--- src/irq_defines.svh ---
// register map, field layout, reset values and fixed counts of the interrupt register bank
`ifndef IRQ_DEFINES_SVH
`define IRQ_DEFINES_SVH

`define ADDR_W 8
`define DATA_W 32
`define STRB_W 4

`define OFS_ENABLE_7 8'h00
`define OFS_PRIORITY_0 8'h04
`define OFS_PRIORITY_1 8'h08
`define OFS_PRIORITY_2 8'h0c
`define OFS_PRIORITY_3 8'h10
`define OFS_PRIORITY_4 8'h14
`define OFS_SRC_ENABLE 8'h18
`define OFS_DEBUG_PRIORITY 8'h1c
`define OFS_STATUS 8'h20
`define OFS_MASK 8'h24
`define OFS_ACTIVE 8'h28

`define DEBUG_EN_BIT 5
`define PRIO_W 3
`define PRIO_RESET 3'h4
`define PRIO_OFF 3'h0
`define PRIO_REGS 5
`define PRIO_SLOTS_PER_REG 4
`define PRIO_SLOT_STRIDE 4
`define PRIO_TOP_LSB 12
`define PRIO_REG_STRIDE 4

`define SRC_NUM 21
`define SRC_ID_W 5
`define DEBUG_SLOT 20
`define EMPTY_SLOT 12
`define SRC_EN_W 20
`define SRC_EN_MASK 20'hfefff
`define SRC_IMPL_MASK 21'h1fefff
`define SRC_EN_RESET 20'h00000
`define STATUS_RESET 21'h000000
`define MASK_RESET 21'h000000

`define ACTIVE_ID_LSB 8
`define ACTIVE_IRQ_BIT 15

`define RESP_OKAY 2'b00
`define RESP_SLVERR 2'b10

`endif

--- src/irq_pkg.sv ---
// shared types of the interrupt enable and priority register bank
`include "irq_defines.svh"

package irq_pkg;
  typedef logic [`PRIO_W-1:0] prio_t;
  typedef logic [`SRC_NUM-1:0] src_vec_t;
  typedef logic [`SRC_ID_W-1:0] src_id_t;
  typedef logic [`ADDR_W-1:0] addr_t;
  typedef logic [`DATA_W-1:0] data_t;
  typedef logic [`STRB_W-1:0] strb_t;
endpackage

--- src/prio_field_reg.sv ---
// one three-bit software-written priority field
`timescale 1ns/1ps
`include "irq_defines.svh"

module prio_field_reg
  import irq_pkg::*;
(
  input wire logic mclk_i,
  input wire logic arst_n_i,
  input wire logic we_i,
  input wire prio_t wdata_i,
  output prio_t prio_o
);

  always_ff @(posedge mclk_i or negedge arst_n_i)
  begin
    if (!arst_n_i)
    begin
      prio_o <= `PRIO_RESET;
    end
    else if (we_i)
    begin
      prio_o <= wdata_i;
    end
  end

endmodule

--- src/irq_axil_port.sv ---
// axi4-lite slave front end: one write and one read in flight, user-side strobes
`timescale 1ns/1ps
`include "irq_defines.svh"

module irq_axil_port
  import irq_pkg::*;
(
  input wire logic mclk_i,
  input wire logic arst_n_i,
  input wire addr_t awaddr_i,
  input wire logic awvalid_i,
  output logic awready_o,
  input wire data_t wdata_i,
  input wire strb_t wstrb_i,
  input wire logic wvalid_i,
  output logic wready_o,
  output logic [1:0] bresp_o,
  output logic bvalid_o,
  input wire logic bready_i,
  input wire addr_t araddr_i,
  input wire logic arvalid_i,
  output logic arready_o,
  output data_t rdata_o,
  output logic [1:0] rresp_o,
  output logic rvalid_o,
  input wire logic rready_i,
  output logic wr_en_o,
  output addr_t wr_addr_o,
  output data_t wr_data_o,
  output strb_t wr_strb_o,
  input wire logic wr_err_i,
  output logic rd_en_o,
  output addr_t rd_addr_o,
  input wire data_t rd_data_i,
  input wire logic rd_err_i
);

  // ready low means the channel holds a taken beat
  assign wr_en_o = !awready_o && !wready_o && !bvalid_o;
  assign rd_en_o = !arready_o && !rvalid_o;

  always_ff @(posedge mclk_i or negedge arst_n_i)
  begin
    if (!arst_n_i)
    begin
      awready_o <= 1'b1;
      wr_addr_o <= '0;
    end
    else if (awvalid_i && awready_o)
    begin
      awready_o <= 1'b0;
      wr_addr_o <= awaddr_i;
    end
    else if (wr_en_o)
    begin
      awready_o <= 1'b1;
    end
  end

  always_ff @(posedge mclk_i or negedge arst_n_i)
  begin
    if (!arst_n_i)
    begin
      wready_o <= 1'b1;
      wr_data_o <= '0;
      wr_strb_o <= '0;
    end
    else if (wvalid_i && wready_o)
    begin
      wready_o <= 1'b0;
      wr_data_o <= wdata_i;
      wr_strb_o <= wstrb_i;
    end
    else if (wr_en_o)
    begin
      wready_o <= 1'b1;
    end
  end

  always_ff @(posedge mclk_i or negedge arst_n_i)
  begin
    if (!arst_n_i)
    begin
      bvalid_o <= 1'b0;
      bresp_o <= `RESP_OKAY;
    end
    else if (wr_en_o)
    begin
      bvalid_o <= 1'b1;
      bresp_o <= wr_err_i ? `RESP_SLVERR : `RESP_OKAY;
    end
    else if (bready_i)
    begin
      bvalid_o <= 1'b0;
    end
  end

  always_ff @(posedge mclk_i or negedge arst_n_i)
  begin
    if (!arst_n_i)
    begin
      arready_o <= 1'b1;
      rd_addr_o <= '0;
    end
    else if (arvalid_i && arready_o)
    begin
      arready_o <= 1'b0;
      rd_addr_o <= araddr_i;
    end
    else if (rvalid_o && rready_i)
    begin
      arready_o <= 1'b1;
    end
  end

  always_ff @(posedge mclk_i or negedge arst_n_i)
  begin
    if (!arst_n_i)
    begin
      rvalid_o <= 1'b0;
      rdata_o <= '0;
      rresp_o <= `RESP_OKAY;
    end
    else if (rd_en_o)
    begin
      rvalid_o <= 1'b1;
      rdata_o <= rd_data_i;
      rresp_o <= rd_err_i ? `RESP_SLVERR : `RESP_OKAY;
    end
    else if (rready_i)
    begin
      rvalid_o <= 1'b0;
    end
  end

endmodule

--- src/irq_enable_priority_regs.sv ---
// interrupt enable and priority register bank with request gating and arbitration
// Notes on behaviour
// enable bit one passes request, zero blocks
// unimplemented bits ignore writes, read zero
// enable register seven holds only bit 5
// three-bit field, code 111 is level 7
// code 001 is level 1, others linear
// code 000 disables source regardless of enable
// priority fields reset to 100, enables to 0
// priority 0: timer1, compare1, capture1, ext0
// priority 1: timer2, compare2, capture2, dma0
// priority 2: uart1 rx, spi1 tx, spi1, timer3
// priority 3: bits 15-11 empty; dma1, adc1, uart1 tx
// priority 4: change notify, comparator, i2c1 master/slave
// separator bits 15, 11, 7, 3 read zero
// forward enabled nonzero sources; highest level wins
`timescale 1ns/1ps
`include "irq_defines.svh"

module irq_enable_priority_regs
  import irq_pkg::*;
(
  input wire logic mclk_i,
  input wire logic arst_n_i,
  input wire addr_t awaddr_i,
  input wire logic awvalid_i,
  output logic awready_o,
  input wire data_t wdata_i,
  input wire strb_t wstrb_i,
  input wire logic wvalid_i,
  output logic wready_o,
  output logic [1:0] bresp_o,
  output logic bvalid_o,
  input wire logic bready_i,
  input wire addr_t araddr_i,
  input wire logic arvalid_i,
  output logic arready_o,
  output data_t rdata_o,
  output logic [1:0] rresp_o,
  output logic rvalid_o,
  input wire logic rready_i,
  input wire src_vec_t src_req_i,
  output logic irq_o,
  output prio_t irq_level_o,
  output src_id_t irq_id_o
);

  logic wr_en;
  addr_t wr_addr;
  data_t wr_data;
  strb_t wr_strb;
  logic wr_err;
  logic rd_en;
  addr_t rd_addr;
  data_t rd_data;
  logic rd_err;
  data_t wmask;

  logic debug_port_irq_enable_ff;
  logic [`SRC_EN_W-1:0] src_enable_ff;
  src_vec_t status_ff;
  src_vec_t mask_ff;
  prio_t prio [`SRC_NUM];
  logic [15:0] prio_word [`PRIO_REGS];

  src_vec_t enable_vec;
  src_vec_t prio_live;
  src_vec_t forward;
  src_vec_t pending;
  src_vec_t status_clr;
  src_vec_t nxt_status;
  prio_t nxt_level;
  src_id_t nxt_id;

  irq_axil_port u_port (
    .mclk_i(mclk_i),
    .arst_n_i(arst_n_i),
    .awaddr_i(awaddr_i),
    .awvalid_i(awvalid_i),
    .awready_o(awready_o),
    .wdata_i(wdata_i),
    .wstrb_i(wstrb_i),
    .wvalid_i(wvalid_i),
    .wready_o(wready_o),
    .bresp_o(bresp_o),
    .bvalid_o(bvalid_o),
    .bready_i(bready_i),
    .araddr_i(araddr_i),
    .arvalid_i(arvalid_i),
    .arready_o(arready_o),
    .rdata_o(rdata_o),
    .rresp_o(rresp_o),
    .rvalid_o(rvalid_o),
    .rready_i(rready_i),
    .wr_en_o(wr_en),
    .wr_addr_o(wr_addr),
    .wr_data_o(wr_data),
    .wr_strb_o(wr_strb),
    .wr_err_i(wr_err),
    .rd_en_o(rd_en),
    .rd_addr_o(rd_addr),
    .rd_data_i(rd_data),
    .rd_err_i(rd_err)
  );

  function automatic logic addr_mapped(input addr_t a);
    logic hit;
    hit = 1'b0;
    unique case (a)
      `OFS_ENABLE_7, `OFS_PRIORITY_0, `OFS_PRIORITY_1, `OFS_PRIORITY_2,
      `OFS_PRIORITY_3, `OFS_PRIORITY_4, `OFS_SRC_ENABLE, `OFS_DEBUG_PRIORITY,
      `OFS_STATUS, `OFS_MASK, `OFS_ACTIVE:
        hit = 1'b1;
      default:
        hit = 1'b0;
    endcase
    return hit;
  endfunction

  // unmapped addresses answer slverr and change nothing
  assign wr_err = !addr_mapped(wr_addr);
  assign wmask = {{8{wr_strb[3]}}, {8{wr_strb[2]}}, {8{wr_strb[1]}}, {8{wr_strb[0]}}};

  // only the debug port enable is kept
  always_ff @(posedge mclk_i or negedge arst_n_i)
  begin
    if (!arst_n_i)
    begin
      // enables clear at reset
      debug_port_irq_enable_ff <= 1'b0;
    end
    else if (wr_en && wr_addr == `OFS_ENABLE_7 && wr_strb[0])
    begin
      debug_port_irq_enable_ff <= wr_data[`DEBUG_EN_BIT];
    end
  end

  // empty slot and upper bits never store
  always_ff @(posedge mclk_i or negedge arst_n_i)
  begin
    if (!arst_n_i)
    begin
      src_enable_ff <= `SRC_EN_RESET;
    end
    else if (wr_en && wr_addr == `OFS_SRC_ENABLE)
    begin
      src_enable_ff <= (src_enable_ff & ~wmask[`SRC_EN_W-1:0])
        | (wr_data[`SRC_EN_W-1:0] & wmask[`SRC_EN_W-1:0] & `SRC_EN_MASK);
    end
  end

  // a one lets the latched bit reach the pin
  always_ff @(posedge mclk_i or negedge arst_n_i)
  begin
    if (!arst_n_i)
    begin
      mask_ff <= `MASK_RESET;
    end
    else if (wr_en && wr_addr == `OFS_MASK)
    begin
      mask_ff <= (mask_ff & ~wmask[`SRC_NUM-1:0])
        | (wr_data[`SRC_NUM-1:0] & wmask[`SRC_NUM-1:0] & `SRC_IMPL_MASK);
    end
  end

  // one field per slot; slot 12 is the gap at the top of priority register 3
  for (genvar s = 0; s < `SRC_NUM; s++)
  begin : g_slot
    if (s == `EMPTY_SLOT)
    begin : g_gap
      // upper field of register 3 absent
      assign prio[s] = `PRIO_OFF;
    end
    else
    begin : g_field
      localparam int REG_IDX = s / `PRIO_SLOTS_PER_REG;
      localparam int LSB = (s == `DEBUG_SLOT) ? 0 :
        `PRIO_TOP_LSB - `PRIO_SLOT_STRIDE * (s % `PRIO_SLOTS_PER_REG);
      localparam addr_t FIELD_ADDR = (s == `DEBUG_SLOT) ? `OFS_DEBUG_PRIORITY :
        `ADDR_W'(`OFS_PRIORITY_0 + `PRIO_REG_STRIDE * REG_IDX);
      logic field_we;
      // R9: R10: R11: R12: field placement
      assign field_we = wr_en && wr_addr == FIELD_ADDR && wr_strb[LSB / 8];
      // R5: R7: three bits, reset 100
      prio_field_reg u_field (
        .mclk_i(mclk_i),
        .arst_n_i(arst_n_i),
        .we_i(field_we),
        .wdata_i(wr_data[LSB +: `PRIO_W]),
        .prio_o(prio[s])
      );
    end
  end

  // separator bits stay zero in every packed word
  always_comb
  begin
    for (int r = 0; r < `PRIO_REGS; r++)
    begin
      prio_word[r] = 16'h0000;
      for (int k = 0; k < `PRIO_SLOTS_PER_REG; k++)
      begin
        prio_word[r][`PRIO_TOP_LSB - `PRIO_SLOT_STRIDE * k +: `PRIO_W] =
          prio[r * `PRIO_SLOTS_PER_REG + k];
      end
    end
  end

  // code 000 silences source
  always_comb
  begin
    for (int i = 0; i < `SRC_NUM; i++)
    begin
      prio_live[i] = prio[i] != `PRIO_OFF;
    end
  end

  // R14: enable and nonzero level both needed
  always_comb
  begin
    enable_vec = {debug_port_irq_enable_ff, src_enable_ff};
    forward = src_req_i & enable_vec & prio_live & `SRC_IMPL_MASK;
  end

  // a request in the clearing cycle stays set
  always_comb
  begin
    status_clr = '0;
    if (wr_en && wr_addr == `OFS_STATUS)
    begin
      status_clr = wr_data[`SRC_NUM-1:0] & wmask[`SRC_NUM-1:0];
    end
    nxt_status = (status_ff & ~status_clr) | forward;
  end

  // sticky until software writes a one
  always_ff @(posedge mclk_i or negedge arst_n_i)
  begin
    if (!arst_n_i)
    begin
      status_ff <= `STATUS_RESET;
    end
    else
    begin
      status_ff <= nxt_status;
    end
  end

  // a field set to 000 later also silences its latched status
  assign pending = status_ff & mask_ff & prio_live;

  // strict compare, so ties go to the lowest slot
  always_comb
  begin
    nxt_level = `PRIO_OFF;
    nxt_id = '0;
    for (int i = 0; i < `SRC_NUM; i++)
    begin
      if (pending[i] && prio[i] > nxt_level)
      begin
        nxt_level = prio[i];
        nxt_id = `SRC_ID_W'(i);
      end
    end
  end

  // registered so the pin never glitches while fields change
  always_ff @(posedge mclk_i or negedge arst_n_i)
  begin
    if (!arst_n_i)
    begin
      irq_o <= 1'b0;
    end
    else
    begin
      irq_o <= |pending;
    end
  end

  // winning level
  always_ff @(posedge mclk_i or negedge arst_n_i)
  begin
    if (!arst_n_i)
    begin
      irq_level_o <= `PRIO_OFF;
    end
    else
    begin
      irq_level_o <= nxt_level;
    end
  end

  // winning source index
  always_ff @(posedge mclk_i or negedge arst_n_i)
  begin
    if (!arst_n_i)
    begin
      irq_id_o <= '0;
    end
    else
    begin
      irq_id_o <= nxt_id;
    end
  end

  // unimplemented bits read zero
  always_comb
  begin
    rd_data = '0;
    rd_err = 1'b0;
    unique case (rd_addr)
      `OFS_ENABLE_7:
        rd_data[`DEBUG_EN_BIT] = debug_port_irq_enable_ff;
      `OFS_PRIORITY_0:
        rd_data[15:0] = prio_word[0];
      `OFS_PRIORITY_1:
        rd_data[15:0] = prio_word[1];
      `OFS_PRIORITY_2:
        rd_data[15:0] = prio_word[2];
      `OFS_PRIORITY_3:
        rd_data[15:0] = prio_word[3];
      `OFS_PRIORITY_4:
        rd_data[15:0] = prio_word[4];
      `OFS_SRC_ENABLE:
        rd_data[`SRC_EN_W-1:0] = src_enable_ff;
      `OFS_DEBUG_PRIORITY:
        rd_data[`PRIO_W-1:0] = prio[`DEBUG_SLOT];
      `OFS_STATUS:
        rd_data[`SRC_NUM-1:0] = status_ff;
      `OFS_MASK:
        rd_data[`SRC_NUM-1:0] = mask_ff;
      `OFS_ACTIVE:
      begin
        rd_data[`PRIO_W-1:0] = irq_level_o;
        rd_data[`ACTIVE_ID_LSB +: `SRC_ID_W] = irq_id_o;
        rd_data[`ACTIVE_IRQ_BIT] = irq_o;
      end
      // unmapped: zero data and an error code
      default:
        rd_err = 1'b1;
    endcase
  end

endmodule

--- config.mk ---
export PLATFORM = sky130hd
export DESIGN_NAME = irq_enable_priority_regs
export DESIGN_NICKNAME = d
export VERILOG_FILES = /design/src/irq_pkg.sv /design/src/prio_field_reg.sv /design/src/irq_axil_port.sv /design/src/irq_enable_priority_regs.sv
export VERILOG_INCLUDE_DIRS = /design/src
export SDC_FILE = /design/constraint.sdc
export NUM_CORES = 1
export LEC_CHECK = 0
export ABC_AREA = 1
export BUFFER_PORTS_ARGS = -buffer_cell sky130_fd_sc_hd__clkbuf_2
export CAP_MARGIN = 20
export CORE_MARGIN = 2
export CORE_UTILIZATION = 25
export CTS_BUF_LIST = sky130_fd_sc_hd__clkbuf_16
export DETAILED_ROUTE_END_ITERATION = 7
export PLACE_DENSITY = 0.44
export RECOVER_POWER = 25
export SYNTH_ARGS = -nofsm -noshare
export SYNTH_HDL_FRONTEND = slang
export SYNTH_SLANG_ARGS = --single-unit
--- constraint.sdc ---
create_clock -name mclk_i -period 23 [get_ports mclk_i]
set_input_delay 2.3 -clock mclk_i [delete_from_list [all_inputs] [get_ports mclk_i]]
set_output_delay 2.3 -clock mclk_i [all_outputs]
set_load 0.05 [all_outputs]
# Word-level counts from Yosys, hierarchy flattened
# Cells that the tools add are included.
# classes
n_lt_le_gt_ge	21
n_eq_ne	20
muxes	63
bitwise_logic	15
n_reduce_logical	85
# ops
op	n
21-bit bitwise AND	7
5-bit two-way mux	19
8-bit by 5-bit equality test with 1-bit output (second input constant)	8
3-bit two-way mux	21
3-bit nonzero test	20
3-bit > comparator	19
1-bit logical AND	50
8-bit by 6-bit equality test with 1-bit output (second input constant)	6
5-bit one-hot mux with 9 select lines	1
21-bit NOT	2
21-bit bitwise OR	2
20-bit bitwise AND	2
8-bit by 4-bit equality test with 1-bit output (second input constant)	4
2-bit one-hot mux with 8 select lines	2
3-bit one-hot mux with 10 select lines	1
11-bit OR reduction	2
21-bit two-way mux	1
21-bit OR reduction	1
20-bit NOT	1
20-bit bitwise OR	1
8-bit by 3-bit equality test with 1-bit output (second input constant)	2
8-bit zero test	2
2-bit one-hot mux with 7 select lines	1
4-bit one-hot mux with 3 select lines	1
other kinds (9)	28
# totals
reg_bits	202
input_bits	80
output_inout_bits	50
wordCells	243

# Logic depth before layout (Yosys ltp)
# Gate-level depths: netlist (run 1).
# logic_depth
word_depth	64
ltp_mapped	139
ltp_nobuf	139

# By module
# From an unflattened synthesis (run 1), not the netlist that was laid out.
# hier_totals
hier_cells	1592
hier_area_um2	12170.4
# by_module_without_submodules
module	n_inst	cells_each	area_each_um2
irq_enable_priority_regs	1	941	6364.9
irq_axil_port	1	391	3528.4
prio_field_reg	20	13	113.9

# Worst setup path before layout (run 1)
# Ideal clock, no wire load.
# synth_timing
path_type	flip-flop to flip-flop
from	reg g_slot[0].g_field.u_field.prio_o[2]
to	reg irq_level_o[2]
setup_ns	0.129
arrival_ns	18.385
required_time_ns	22.871
setup_slack_ns	4.486
path_stages_with_launch	122
path_buffers	0
path_cell_list	dfstp_2 -> inv_1 -> nand2_1 -> inv_1 -> nor3_1 -> inv_1 -> nor2_1 -> ha_1 -> nand3_1 -> nand3_4 -> nor2_4 -> nor2_1 -> a21oi_1 -> ha_1 -> o21ai_0 -> nand3_2 -> nand3_4 -> nand2_4 -> [86 not listed] -> o32a_2 -> nand2_2 -> nand3_1 -> nand2_1 -> inv_1 -> ha_1 -> nand2_1 -> o21ai_0 -> nand3_1 -> nand2_1 -> o21ai_0 -> ha_1 -> a21oi_1 -> o21ai_0 -> nand3_1 -> inv_1 -> nand2_1 -> o21ai_0
# synth_via
elab_chain_len	64
# synth_lines
element	line	source
start, declared	prio_field_reg.sv:12	output prio_t prio_o
start signal, assigned	prio_field_reg.sv:19	prio_o <= `PRIO_RESET;
start signal, assigned	prio_field_reg.sv:23	prio_o <= wdata_i;
branches (longest 3 deep; another with 3-bit by 1-bit > comparator with 1-bit output)	n/a	
3-bit two-way mux *	irq_enable_priority_regs.sv:259	if (pending[i] && prio[i] > nxt_level)
3-bit > comparator	irq_enable_priority_regs.sv:259	
1-bit logical AND	irq_enable_priority_regs.sv:259	
3-bit two-way mux *	irq_enable_priority_regs.sv:259	
3-bit > comparator	irq_enable_priority_regs.sv:259	
1-bit logical AND	irq_enable_priority_regs.sv:259	
3-bit two-way mux *	irq_enable_priority_regs.sv:259	
[47 not listed]	n/a	
3-bit two-way mux *	irq_enable_priority_regs.sv:259	
3-bit > comparator	irq_enable_priority_regs.sv:259	
1-bit logical AND	irq_enable_priority_regs.sv:259	
3-bit two-way mux *	irq_enable_priority_regs.sv:259	
3-bit > comparator	irq_enable_priority_regs.sv:259	
1-bit logical AND	irq_enable_priority_regs.sv:259	
3-bit two-way mux *	irq_enable_priority_regs.sv:259	
via nxt_level[2]	irq_enable_priority_regs.sv:72	prio_t nxt_level;
end signal, assigned	irq_enable_priority_regs.sv:285	irq_level_o <= `PRIO_OFF;
end signal, assigned	irq_enable_priority_regs.sv:289	irq_level_o <= nxt_level;
end, declared	irq_enable_priority_regs.sv:44	output prio_t irq_level_o,
# Mark *: on every way through the listed nets, which the timed path passes.
# A chain may end at the register's enable or synchronous reset.

# Worst setup path after layout (run 1)
# Ends and elaborated chain as after synthesis.

==> out/qor_table.md, run 1 <==
| Stage | Item | Value |
| --- | --- | --- |
| outcome | Run status | finished, violations left |
| outcome | Violations in the final reports | max-capacitance violations, max-slew violations |
| timing | Achievable clock frequency | 0.0476 GHz |
| synth | Post-Syn Area | 11000 um2 |
| place | Number of buffers added on ports | 103 |
| setup path | Start of the worst register-to-register path | g_slot[0].g_field.u_field.prio_o[2] |
| synth | Async set or reset register ratio after synthesis | 100% |
| timing | Fin worst setup slack | 2.01 ns |
| timing | Unrepaired setup endpoints after global routing | false |
| setup path | Worst reg-to-reg setup slack | 2.01 ns |
| clock tree | Clock insertion delay at the later pin of the skew report | 0.46 ns |
| power and ir drop | Internal power summed over all cells | 0.662 mW |
| die | Die Height | 214 um |
| clock tree | H-tree levels | 4 |
| synth | Sequential area share after synthesis | 45.9% |
| place | Routability-driven placement congestion ratio | 0.894 |
| die | Count of standard-cell rows | 76 |
| setup path | Startpoint class of the critical path | register |
| global route | Global-route congestion overflow total | 0 |
| power and ir drop | Psw | 0.474 mW |
| clock tree | Clock Tree Root | clkbuf_16 |
| setup path | Worst-path cell with the longest stage delay | dfstp_2 |
| global route | Number of global-route vias before repair | 9209 |
| clock tree | Total number of clock tree sinks | 200 |
| setup path | Cell depth of the worst flop-to-flop path | 120 |
| setup path | Endpoint of the worst-slack reg-to-reg timing path | irq_level_o[2] |
| setup path | Critical Path Source | g_slot[0].g_field.u_field.prio_o[2] |
| route | Top layer used by detailed routing | met4 |
| power and ir drop | Relative contribution of combinational cells to total power | 31.0% |
| setup path | Largest incremental delay on the critical path | 0.56 ns |
| synth | Number of enable flip-flop cells after synthesis | 0 |
| timing | Minimum clock period | 20.99 ns |
| final layout | Count of nets after finishing | 1554 |
| global route | Largest net degree at the start of global routing | 74 |
| power and ir drop | P_leak | 5.76 nW |
| synth | Syn Area/Cell | 8.11 um2 |
| place | Placement Setup Slack | 1.64 ns |
| route | Met1 Wirelength | 19000 um |
| power and ir drop | Worst ir drop on vdd | 0.0000486 V |
| setup path | Crit. End Element | register |
| synth | Most used DFF post-synth | dfrtp_1 |
| clock tree | Post-CTS setup repair buffer count | 0 |
| timing | Final setup skew | 0.0157 ns |
| die | Die Footprint | 45600 um2 |
| setup path | Data arrival time of the worst path | 21.33 ns |
| power and ir drop | Overall power of the completed layout | 1.14 mW |
| power and ir drop | Sequential group share of total power | 43.0% |
| synth | Yosys synthesis warning count | 0 |
| clock tree | CTS tree | done |
| place | Hpwl dp | 30500 um |
| setup path | End point of the critical path | irq_level_o[2] |
| hold path | Path class of the lowest-slack min-delay path | register to register |
| final layout | Number of antenna cells inserted | 0 |
| timing | Hold Vio Cnt, Final | 0 |
| route | Per-cell routed wire length | 19.5 um |
| timing | Share of the clock period used by the worst path after layout | 91.3% |
| die | Initial core utilization | 25.4% |
| synth | Cell types with the largest area share after synthesis | dfrtp_1 (40%), nand2_1 (9.2%), o21ai_0 (8.5%), inv_1 (5.9%), dfstp_2 (5.5%) |
| route | Average via count per standard cell | 4.76 |
| global route | Global routing usage summed across all routing layers | 17.8% |
| synth | Mapped Cells | 1353 |
| synth | Share of Yosys cell area claimed by the top area cell type | 40.4% |
| final layout | Fraction of layout instances using a drive strength above 1 | 17.4% |
| power and ir drop | Switching share of total power | 41.7% |
| power and ir drop | Total power per unit cell area | 89.8 nW/um2 |
| route | Iteration-0 DRC count of the detailed router | 685 |
| final layout | Area grow syn2layout | 15.4% |
| power and ir drop | Clock network fraction of design power | 26.0% |
| timing | Accumulated negative setup slack | 0 ns |
| timing | Worst slew margin | -129% |
| synth | Count of distinct cell types in the synthesized netlist | 50 |
| global route | Number of antenna violations at the first check in global routing | 1 |
| clock tree | Max Root-Sink Buffers | 2 |
| timing | Number of failing setup endpoints in the final timing report | 0 |
| timing | Total count of max-transition violations in the final report | 61 |
| hold path | Hold Crit Depth | 1 |
| job | Number of max-cap violations | 1 |
| die | Placeable core area | 43200 um2 |
| hold path | Worst hold path startpoint | u_port.wr_data_o[12] |
| die | Width of the chip | 214 um |
| synth | Yosys reg bits | 200 |
| setup path | Type of the worst setup path | register to register |
| route | Routed wire length on met3 | 2590 um |
| clock tree | Inserted Clock Buffers | 17 |
| global route | First-pass GRT wire length | 59000 um |
| synth | Yosys top cell by area | dfrtp_1 |
| timing | Slew of the pin with the lowest slew margin | 3.44 ns |
| clock tree | Clock transition at the registers of the reported paths | 0.08 ns |
| route | 1st-pass router iterations | 5 |
| setup path | Worst EP required | 23.34 ns |
| route | DRC viols | 0 |
| route | Vias | 9739 |
| final layout | End-of-flow core utilization | 29.3% |
| route | Final wirelength | 39900 um |
| setup path | Largest fanout on the critical path | 8 |
| die | Top-level I/O count | 130 |
| route | Routed wire length on met2 | 17800 um |
| route | Count of nets left with antenna violations after detail routing | 0 |
metal layers:
layer	global-route usage (%)	up-vias
li1	-	4738
met1	25.0	4692
met2	27.5	282
met3	4.42	27
met4	4.14	0
met5	0	-
worst min-delay path by stage:
| stage | endpoint |
|---|---|
| floorplan | status_ff[12] |
| global placement | status_ff[12] |
| detailed placement | status_ff[12] |
| CTS | status_ff[12] |
| global route | status_ff[12] |
| finish | status_ff[12] |
worst max-delay path, delay by kind of cell, from the launching register on:
kind	cells	cell delay [ns]
AO/OA/AOI/OAI	34	8.31
adder cells (fa/ha/maj)	19	5.49
AND/OR/NAND/NOR	53	5.21
buffers and inverters	14	1.23
flip-flops	1	0.56
cell usage after synthesis, drive strengths merged (9+ instances only):
cell type  instances
nand2            320
o21ai            192
dfrtp            177
inv              175
nand3             91
nor2              78
a21oi             70
nor3              40
clkbuf            31
o22ai             28
ha                25
dfstp             23
buf               15
a221oi            14
nor4              11
o32ai             10
mux2               9
per-stage QoR:
stage | area (um2) | std cells | hold WS, ns
global placement | 12100 | 2015 | 0.460
detailed placement | 12100 | 2015 | 0.463
global route | 12700 | 2047 | 0.495
floorplan | 11000 | 1365 | 0.433
finish | 12700 | 2047 | 0.468
CTS | 12700 | 2047 | 0.474
cells by family (layout without fill, tap and decap cells):
family,after synthesis,after routing,share of synthesized area (%)
buffers and inverters,223,320,8.08
AND/OR/NAND/NOR,550,550,24.2
other,1,13,0.0342
flip-flops,200,200,45.9
adder cells (fa/ha/maj),25,25,2.85
AO/OA/AOI/OAI,345,345,18.1
multiplexers,9,9,0.924
power by group through the flow:
stage	registers, mW	clock network [mW]	logic, mW
global route	0.498	0.316	0.396
detailed placement	0.494	0	0.358
CTS	0.488	0.303	0.359
global placement	0.493	0	0.355
floorplan	0.500	0	0.208
finish	0.489	0.295	0.353
area by class of cell:
type	instances	area, um2
Inverter	177	666
Clock buffer	17	425
Clock inverter	15	128
Tap cell	585	732
Sequential cell	200	5030
Timing Repair Buffer	111	567
Fill cell	4747	30500
Multi-Input combinational cell	942	5110
cells in the final DEF (no fill, tap or decap), types with 14 or more instances in the layout:
cell       instances
nand2_2           33
nor3_1            39
dfrtp_1          177
nand2_4           19
inv_1            173
ha_1              25
clkbuf_2          99
a221oi_1          14
clkbuf_16         17
o22ai_1           28
dfstp_2           22
nand3_2           19
nand2_1          268
nor2_1            75
o21ai_0          182
a21oi_1           68
nand3_1           70
what timing repair did:
action,in CTS,in global routing
endpoints found under the setup margin,0,8
hold buffers,0,0
resized for setup,0,7
(Power assumes the default switching activity.)
==> inputs of run 2 (changes only) <==
==> constraint.sdc (replaced) <==
create_clock -name mclk_i -period 23 [get_ports mclk_i]
set_input_delay 0 -clock mclk_i [delete_from_list [all_inputs] [get_ports mclk_i]]
set_output_delay 0 -clock mclk_i [all_outputs]
set_load 0.05 [all_outputs]
==> run 2 against run 1 <==
Against the previous run:
- die area did not move
- critical path type unchanged
- non-clock buffer count rose by 65
- largest power group unchanged
- maximum frequency barely moved
- core utilization rose by 1.5 points
- the flow still finishes with violations (max-capacitance violations, max-slew violations)
- global-route usage rose by 0.27 points
==> out/qor_table.md, run 2 (synthesis results as in run 1) <==
| Stage | Item | Value | Delta |
| --- | --- | --- | --- |
| die | Width of the chip | 214 um | unchanged |
| setup path | Worst-path cell with the longest stage delay | dfstp_2 | unchanged |
| die | Placeable core area | 43200 um2 | unchanged |
| clock tree | CTS tree | done | unchanged |
| route | Count of nets left with antenna violations after detail routing | 0 | unchanged |
| setup path | Crit. End Element | register | unchanged |
| setup path | Critical Path Source | g_slot[0].g_field.u_field.prio_o[2] | unchanged |
| route | DRC viols | 0 | unchanged |
| die | Die Height | 214 um | unchanged |
| clock tree | Max Root-Sink Buffers | 2 | unchanged |
| global route | First-pass GRT wire length | 60000 um | was 59000 um |
| clock tree | Total number of clock tree sinks | 200 | unchanged |
| global route | Global-route congestion overflow total | 0 | unchanged |
| outcome | Violations in the final reports | max-capacitance violations, max-slew violations | unchanged |
| clock tree | H-tree levels | 4 | unchanged |
| global route | Number of antenna violations at the first check in global routing | 0 | was 1 |
| die | Die Footprint | 45600 um2 | unchanged |
| setup path | End point of the critical path | irq_level_o[2] | unchanged |
| global route | Global routing usage summed across all routing layers | 18.1% | was 17.8% |
| setup path | Cell depth of the worst flop-to-flop path | 120 | unchanged |
| setup path | Data arrival time of the worst path | 21.31 ns | was 21.33 ns |
| route | Final wirelength | 40400 um | was 39900 um |
| final layout | Area grow syn2layout | 21.1% | was 15.4% |
| timing | Final setup skew | 0.0174 ns | was 0.0157 ns |
| job | Number of max-cap violations | 1 | unchanged |
| timing | Accumulated negative setup slack | 0 ns | unchanged |
| timing | Share of the clock period used by the worst path after layout | 91.2% | was 91.3% |
| clock tree | Clock insertion delay at the later pin of the skew report | 0.47 ns | was 0.46 ns |
| power and ir drop | P_leak | 5.94 nW | was 5.76 nW |
| setup path | Largest incremental delay on the critical path | 0.56 ns | about the same |
| clock tree | Inserted Clock Buffers | 17 | unchanged |
| route | 1st-pass router iterations | 8 | was 5 |
| die | Count of standard-cell rows | 76 | unchanged |
| setup path | Type of the worst setup path | register to register | unchanged |
| timing | Slew of the pin with the lowest slew margin | 4.33 ns | was 3.44 ns |
| final layout | Most common library cell in the layout ignoring fill and taps | nand2_1 | unchanged |
| power and ir drop | Worst ir drop on vdd | 0.0000444 V | was 0.0000486 V |
| global route | Number of global-route vias before repair | 9629 | was 9209 |
| route | Average via count per standard cell | 4.73 | was 4.76 |
| setup path | Start of the worst register-to-register path | g_slot[0].g_field.u_field.prio_o[2] | unchanged |
| final layout | Count of filler cells inserted in the layout | 4729 | was 4747 |
| final layout | Final design area excluding fillers | 13300 um2 | was 12700 um2 |
| timing | Minimum clock period | 20.97 ns | was 20.99 ns |
| timing | Total count of max-transition violations in the final report | 77 | was 61 |
| place | Number of buffers added on ports | 103 | unchanged |
| route | Per-cell routed wire length | 19.1 um | was 19.5 um |
| final layout | Fraction of layout instances using a drive strength above 1 | 14.7% | was 17.4% |
| final layout | Count of nets after finishing | 1619 | was 1554 |
| route | Iteration-0 DRC count of the detailed router | 841 | was 685 |
| place | Hpwl dp | 30400 um | was 30500 um |
| timing | Fin Hold WS | 0.141 ns | was 0.468 ns |
| timing | Worst slew margin | -189% | was -129% |
| outcome | Run status | finished, violations left | unchanged |
| power and ir drop | Total power per unit cell area | 86.9 nW/um2 | was 89.8 nW/um2 |
| clock tree | Clock Tree Root | clkbuf_16 | unchanged |
| die | Initial core utilization | 25.4% | unchanged |
| final layout | Top library cells by usage in the layout, fill and taps aside | nand2_1 (268), o21ai_0 (181), dfrtp_1 (177), inv_1 (172), nor2_1 (75) | was nand2_1 (268), o21ai_0 (182), dfrtp_1 (177), inv_1 (173), clkbuf_2 (99) |
| route | Vias | 9997 | was 9739 |
| timing | Number of failing setup endpoints in the final timing report | 0 | unchanged |
| timing | Achievable clock frequency | 0.0477 GHz | was 0.0476 GHz |
| clock tree | Post-CTS setup repair buffer count | 0 | unchanged |
| hold path | Path class of the lowest-slack min-delay path | input port to register | was register to register |
| clock tree | Clock transition at the registers of the reported paths | 0.08 ns | about the same |
| timing | Hold Vio Cnt, Final | 0 | unchanged |
| setup path | Largest fanout on the critical path | 8 | unchanged |
| global route | Largest net degree at the start of global routing | 77 | was 74 |
| setup path | Worst reg-to-reg setup slack | 2.03 ns | was 2.01 ns |
| place | Routability-driven placement congestion ratio | 0.895 | was 0.894 |
| hold path | Hold Crit Depth | 3 | was 1 |
| setup path | Worst EP required | 23.33 ns | was 23.34 ns |
| setup path | Startpoint class of the critical path | register | unchanged |
| setup path | Endpoint of the worst-slack reg-to-reg timing path | irq_level_o[2] | unchanged |
| timing | Unrepaired setup endpoints after global routing | false | unchanged |
| die | Top-level I/O count | 130 | unchanged |
| place | Placed inst area | 12100 um2 | unchanged |
[run 2: changes by cell type in the layout (fill, tap and decap cells not counted), moves of 2 or more]
cell	delta
inv_6	+2
clkinv_4	-2
clkinvlp_4	-2
clkbuf_2	-31
clkbuf_1	+31
dlygate4sd3_1	+65
[run 2: routing by layer]
metal  vias up  routed length, um  global-route usage [%]
li1       4872                  -                       -
met1      4813              19600                    26.1
met2       279              18200                    28.4
met3        33               2060                    2.69
met4         0                589                    4.31
met5         -                  0                       0
[run 2: timing repair]
item / 4_1_cts / 5_1_grt
gates resized for setup: 0 / 8
endpoints found under the hold margin: 139 / 0
hold buffers: 65 / 0
endpoints found under the setup margin: 0 / 8
[run 2: worst max-delay path: cells and delay by family, from the launching register on]
family                   cells  cell delay, ns
AO/OA/AOI/OAI               35            8.48
buffers and inverters       16            1.41
flip-flops                   1            0.56
adder cells (fa/ha/maj)     19            5.38
AND/OR/NAND/NOR             50            5.03
[run 2: how the worst min path moves through the flow]
| stage | startpoint | to | slack [ns] |
|---|---|---|---|
| 2_1_floorplan | arst_n_i | asynchronous set/reset pin | -0.30 |
| 3_3_place_gp | arst_n_i | u_port.wr_data_o[9] | 0.07 |
| 3_5_place_dp | arst_n_i | u_port.wr_data_o[9] | 0.08 |
| 4_1_cts | arvalid_i | u_port.rd_addr_o[5] | 0.13 |
| 5_1_grt | arvalid_i | u_port.rd_addr_o[5] | 0.19 |
| 6_report | arvalid_i | u_port.rd_addr_o[5] | 0.14 |
[run 2: where the power goes]
group / internal [mW] / switching (mW)
registers: 0.431 / 0.0590
clock network: 0.152 / 0.153
logic: 0.0968 / 0.264
total: 0.680 / 0.476
[run 2: final cells by class]
type	count	area (um2)	area share, %
diodes	1	2.50	0.0188
clock inverters	15	143	1.07
flip-flops and latches	200	5030	37.9
inverters	177	666	5.01
multi-input cells	942	5110	38.5
well taps	585	732	5.51
repair buffers	176	1180	8.87
clock buffers	17	425	3.20
[run 2: per-stage QoR]
step / instances / utilization, % / total power, mW / worst slack, ns
floorplan: 1365 / - / 0.708 / 4.49
global placement: 2015 / 28.1 / 0.847 / 1.85
detailed placement: 2015 / 28.1 / 0.852 / 1.55
CTS: 2112 / 30.9 / 1.17 / 1.46
global route: 2112 / 30.8 / 1.23 / 0.0183
finish: 2113 / 30.8 / 1.16 / 2.03
==> inputs of run 3 (changes only) <==
==> constraint.sdc (replaced) <==
create_clock -name mclk_i -period 23 [get_ports mclk_i]
set_input_delay 1.15 -clock mclk_i [delete_from_list [all_inputs] [get_ports mclk_i]]
set_output_delay 1.15 -clock mclk_i [all_outputs]
set_load 0.05 [all_outputs]
==> run 3 against run 2 <==
Against the previous run:
- final area fell by 4.7%
- the run still ends with max-capacitance violations, max-slew violations left
- total power shrank 1.3%
- core utilization decreased by 1.4 points
- wire length decreased by 0.96%
==> out/qor_table.md, run 3 (synthesis results as in run 1) <==
| Stage | Item | Value | Delta |
| --- | --- | --- | --- |
| outcome | Run status | finished, violations left | unchanged |
| outcome | Violations in the final reports | max-capacitance violations, max-slew violations | unchanged |
| setup path | Crit. End Element | register | unchanged |
| timing | Hold Vio Cnt, Final | 0 | unchanged |
| setup path | Family with the most delay on the worst path | compound AO/OA/AOI/OAI gates | unchanged |
| timing | Final setup skew | 0.0166 ns | was 0.0174 ns |
| timing | Fin Hold WS | 0.471 ns | was 0.141 ns |
| timing | Worst slew margin | -137% | was -189% |
| hold path | Path class of the lowest-slack min-delay path | register to register | was input port to register |
| power and ir drop | Clock network fraction of design power | 26.3% | was 26.4% |
| route | DRC viols | 0 | unchanged |
| die | Placeable core area | 43200 um2 | unchanged |
| clock tree | Max Root-Sink Buffers | 2 | unchanged |
| route | Final wirelength | 40000 um | was 40400 um |
| final layout | Area grow syn2layout | 15.4% | was 21.1% |
| clock tree | Clock transition at the registers of the reported paths | 0.08 ns | about the same |
| power and ir drop | Total power per unit cell area | 90.1 nW/um2 | was 86.9 nW/um2 |
| clock tree | Clock insertion delay at the later pin of the skew report | 0.47 ns | about the same |
| setup path | Worst reg-to-reg setup slack | 2.00 ns | was 2.03 ns |
| clock tree | Post-CTS setup repair buffer count | 0 | unchanged |
| die | Count of standard-cell rows | 76 | unchanged |
| timing | Unrepaired setup endpoints after global routing | false | unchanged |
| global route | Met2 routing resource usage after global routing | 27.3% | was 28.4% |
| die | Top-level I/O count | 130 | unchanged |
| setup path | Largest fanout on the critical path | 8 | unchanged |
| timing | Share of the clock period used by the worst path after layout | 91.3% | was 91.2% |
| timing | Achievable clock frequency | 0.0476 GHz | was 0.0477 GHz |
| timing | Accumulated negative setup slack | 0 ns | unchanged |
| power and ir drop | Psw | 0.478 mW | was 0.476 mW |
| final layout | Count of filler cells inserted in the layout | 4800 | was 4729 |
| setup path | Type of the worst setup path | register to register | unchanged |
| final layout | Count of nets after finishing | 1554 | was 1619 |
| route | Iteration-0 DRC count of the detailed router | 792 | was 841 |
| global route | Number of global-route vias before repair | 9344 | was 9629 |
| route | Count of nets left with antenna violations after detail routing | 0 | unchanged |
| final layout | Fraction of layout instances using a drive strength above 1 | 17.4% | was 14.7% |
| place | Routability-driven placement congestion ratio | 0.892 | was 0.895 |
| global route | Number of antenna violations at the first check in global routing | 2 | was 0 |
| setup path | Largest incremental delay on the critical path | 0.56 ns | about the same |
| clock tree | CTS tree | done | unchanged |
| clock tree | Total number of clock tree sinks | 200 | unchanged |
| power and ir drop | Worst ir drop on vdd | 0.0000431 V | was 0.0000444 V |
| power and ir drop | P_leak | 5.77 nW | was 5.94 nW |
| die | Width of the chip | 214 um | unchanged |
| final layout | Top library cells by usage in the layout, fill and taps aside | nand2_1 (269), o21ai_0 (182), dfrtp_1 (177), inv_1 (172), clkbuf_2 (100) | was nand2_1 (268), o21ai_0 (181), dfrtp_1 (177), inv_1 (172), nor2_1 (75) |
| power and ir drop | Switching share of total power | 41.8% | was 41.2% |
| setup path | Startpoint class of the critical path | register | unchanged |
| route | 1st-pass router iterations | 7 | was 8 |
| place | Hpwl dp | 30600 um | was 30400 um |
| power and ir drop | Relative contribution of combinational cells to total power | 30.8% | was 31.2% |
| timing | Number of failing setup endpoints in the final timing report | 0 | unchanged |
| power and ir drop | Sequential group share of total power | 42.8% | was 42.4% |
| place | Placement Setup Slack | 1.54 ns | was 1.55 ns |
| setup path | Worst EP required | 23.34 ns | was 23.33 ns |
| power and ir drop | Internal power summed over all cells | 0.663 mW | was 0.680 mW |
| timing | Minimum clock period | 21.00 ns | was 20.97 ns |
| global route | GR Util met3 | 2.68% | was 2.69% |
| clock tree | Clock Tree Root | clkbuf_16 | unchanged |
| setup path | Data arrival time of the worst path | 21.34 ns | was 21.31 ns |
| global route | Global-route met1 utilization | 26.4% | was 26.1% |
| global route | First-pass GRT wire length | 59700 um | was 60000 um |
| setup path | Number of buffers and inverters on the critical path | 15 | was 16 |
| timing | Fin worst setup slack | 2.00 ns | was 2.03 ns |
| timing | Total count of max-transition violations in the final report | 110 | was 77 |
| global route | Highest-utilization routing layer at the global route stage | met2 | unchanged |
| route | Vias | 9872 | was 9997 |
| place | Post-Place Cells | 2015 | unchanged |
| global route | Largest net degree at the start of global routing | 73 | was 77 |
| setup path | Worst-path cell with the longest stage delay | dfstp_2 | unchanged |
| route | Per-cell routed wire length | 19.5 um | was 19.1 um |
| die | Initial core utilization | 25.4% | unchanged |
| clock tree | H-tree levels | 4 | unchanged |
| final layout | Most common library cell in the layout ignoring fill and taps | nand2_1 | unchanged |
| place | Number of buffers added on ports | 103 | unchanged |
| timing | Slew of the pin with the lowest slew margin | 3.55 ns | was 4.33 ns |
| clock tree | Inserted Clock Buffers | 17 | unchanged |
| job | Number of max-cap violations | 2 | was 1 |
| global route | Global routing usage summed across all routing layers | 18.0% | was 18.1% |
| die | Die Footprint | 45600 um2 | unchanged |
| route | Average via count per standard cell | 4.82 | was 4.73 |
| final layout | Non-filler instance count after layout | 2048 | was 2113 |
| die | Die Height | 214 um | unchanged |
| global route | Global-route congestion overflow total | 0 | unchanged |
run 3: changes by cell type in the layout (fill, tap and decap cells not counted), sizes merged:
cell,change
buf,-1
bufinv,-1
clkinvlp,+1
inv,+2
dlygate4sd3,-65
clkbuf,+1
clkinv,-2
run 3: worst register-to-register path, delay by kind of cell, from the launching register on:
family | cells | cell delay, ns
buffers and inverters | 15 | 1.34
flip-flops | 1 | 0.56
AO/OA/AOI/OAI | 35 | 8.56
AND/OR/NAND/NOR | 51 | 5.05
adder cells (fa/ha/maj) | 19 | 5.35
run 3: worst paths after layout:
path                                                          start  depth (start not counted)              endpoint
worst max register to register  g_slot[0].g_field.u_field.prio_o[2]                        120        irq_level_o[2]
worst min register to register                 u_port.wr_data_o[12]                          1         status_ff[12]
worst max-delay path            g_slot[0].g_field.u_field.prio_o[2]                        120        irq_level_o[2]
min in group asynchronous                                  arst_n_i                          1  u_port.wr_data_o[10]
worst min-delay path                           u_port.wr_data_o[12]                          1         status_ff[12]
max in group asynchronous                                  arst_n_i                          2       u_port.rvalid_o
run 3: layout make-up:
cell class,count,area [um2],area share [%]
Inverter,177,666,5.25
Multi-Input combinational cell,942,5110,40.3
Clock buffer,17,425,3.36
Sequential cell,200,5030,39.7
Clock inverter,15,135,1.07
Tap cell,585,732,5.78
Antenna cell,1,2.50,0.0198
Timing Repair Buffer,111,564,4.45
run 3: timing repair:
action	CTS	global route
setup endpoints to repair	0	8
gates resized for setup	0	7
hold buffers	0	0
run 3: power by group through the flow:
stage | combinational (mW) | clock, mW | sequential, mW
2_1_floorplan | 0.208 | 0 | 0.500
3_3_place_gp | 0.354 | 0 | 0.493
3_5_place_dp | 0.358 | 0 | 0.494
4_1_cts | 0.359 | 0.311 | 0.488
5_1_grt | 0.395 | 0.323 | 0.499
6_report | 0.352 | 0.301 | 0.489
run 3: metal layers:
| layer | share of wire, % | vias to the layer above |
|---|---|---|
| met5 | 0 | - |
| met4 | 2.1 | 0 |
| met3 | 5.1 | 47 |
| met2 | 44 | 272 |
| met1 | 49 | 4806 |
| li1 | - | 4747 |
run 3: metrics by stage:
step	total power [mW]	area (um2)	util, %
floorplan	0.708	11000	-
global placement	0.848	12100	28.1
detailed placement	0.852	12100	28.1
CTS	1.16	12700	29.4
global route	1.22	12700	29.3
finish	1.14	12700	29.3
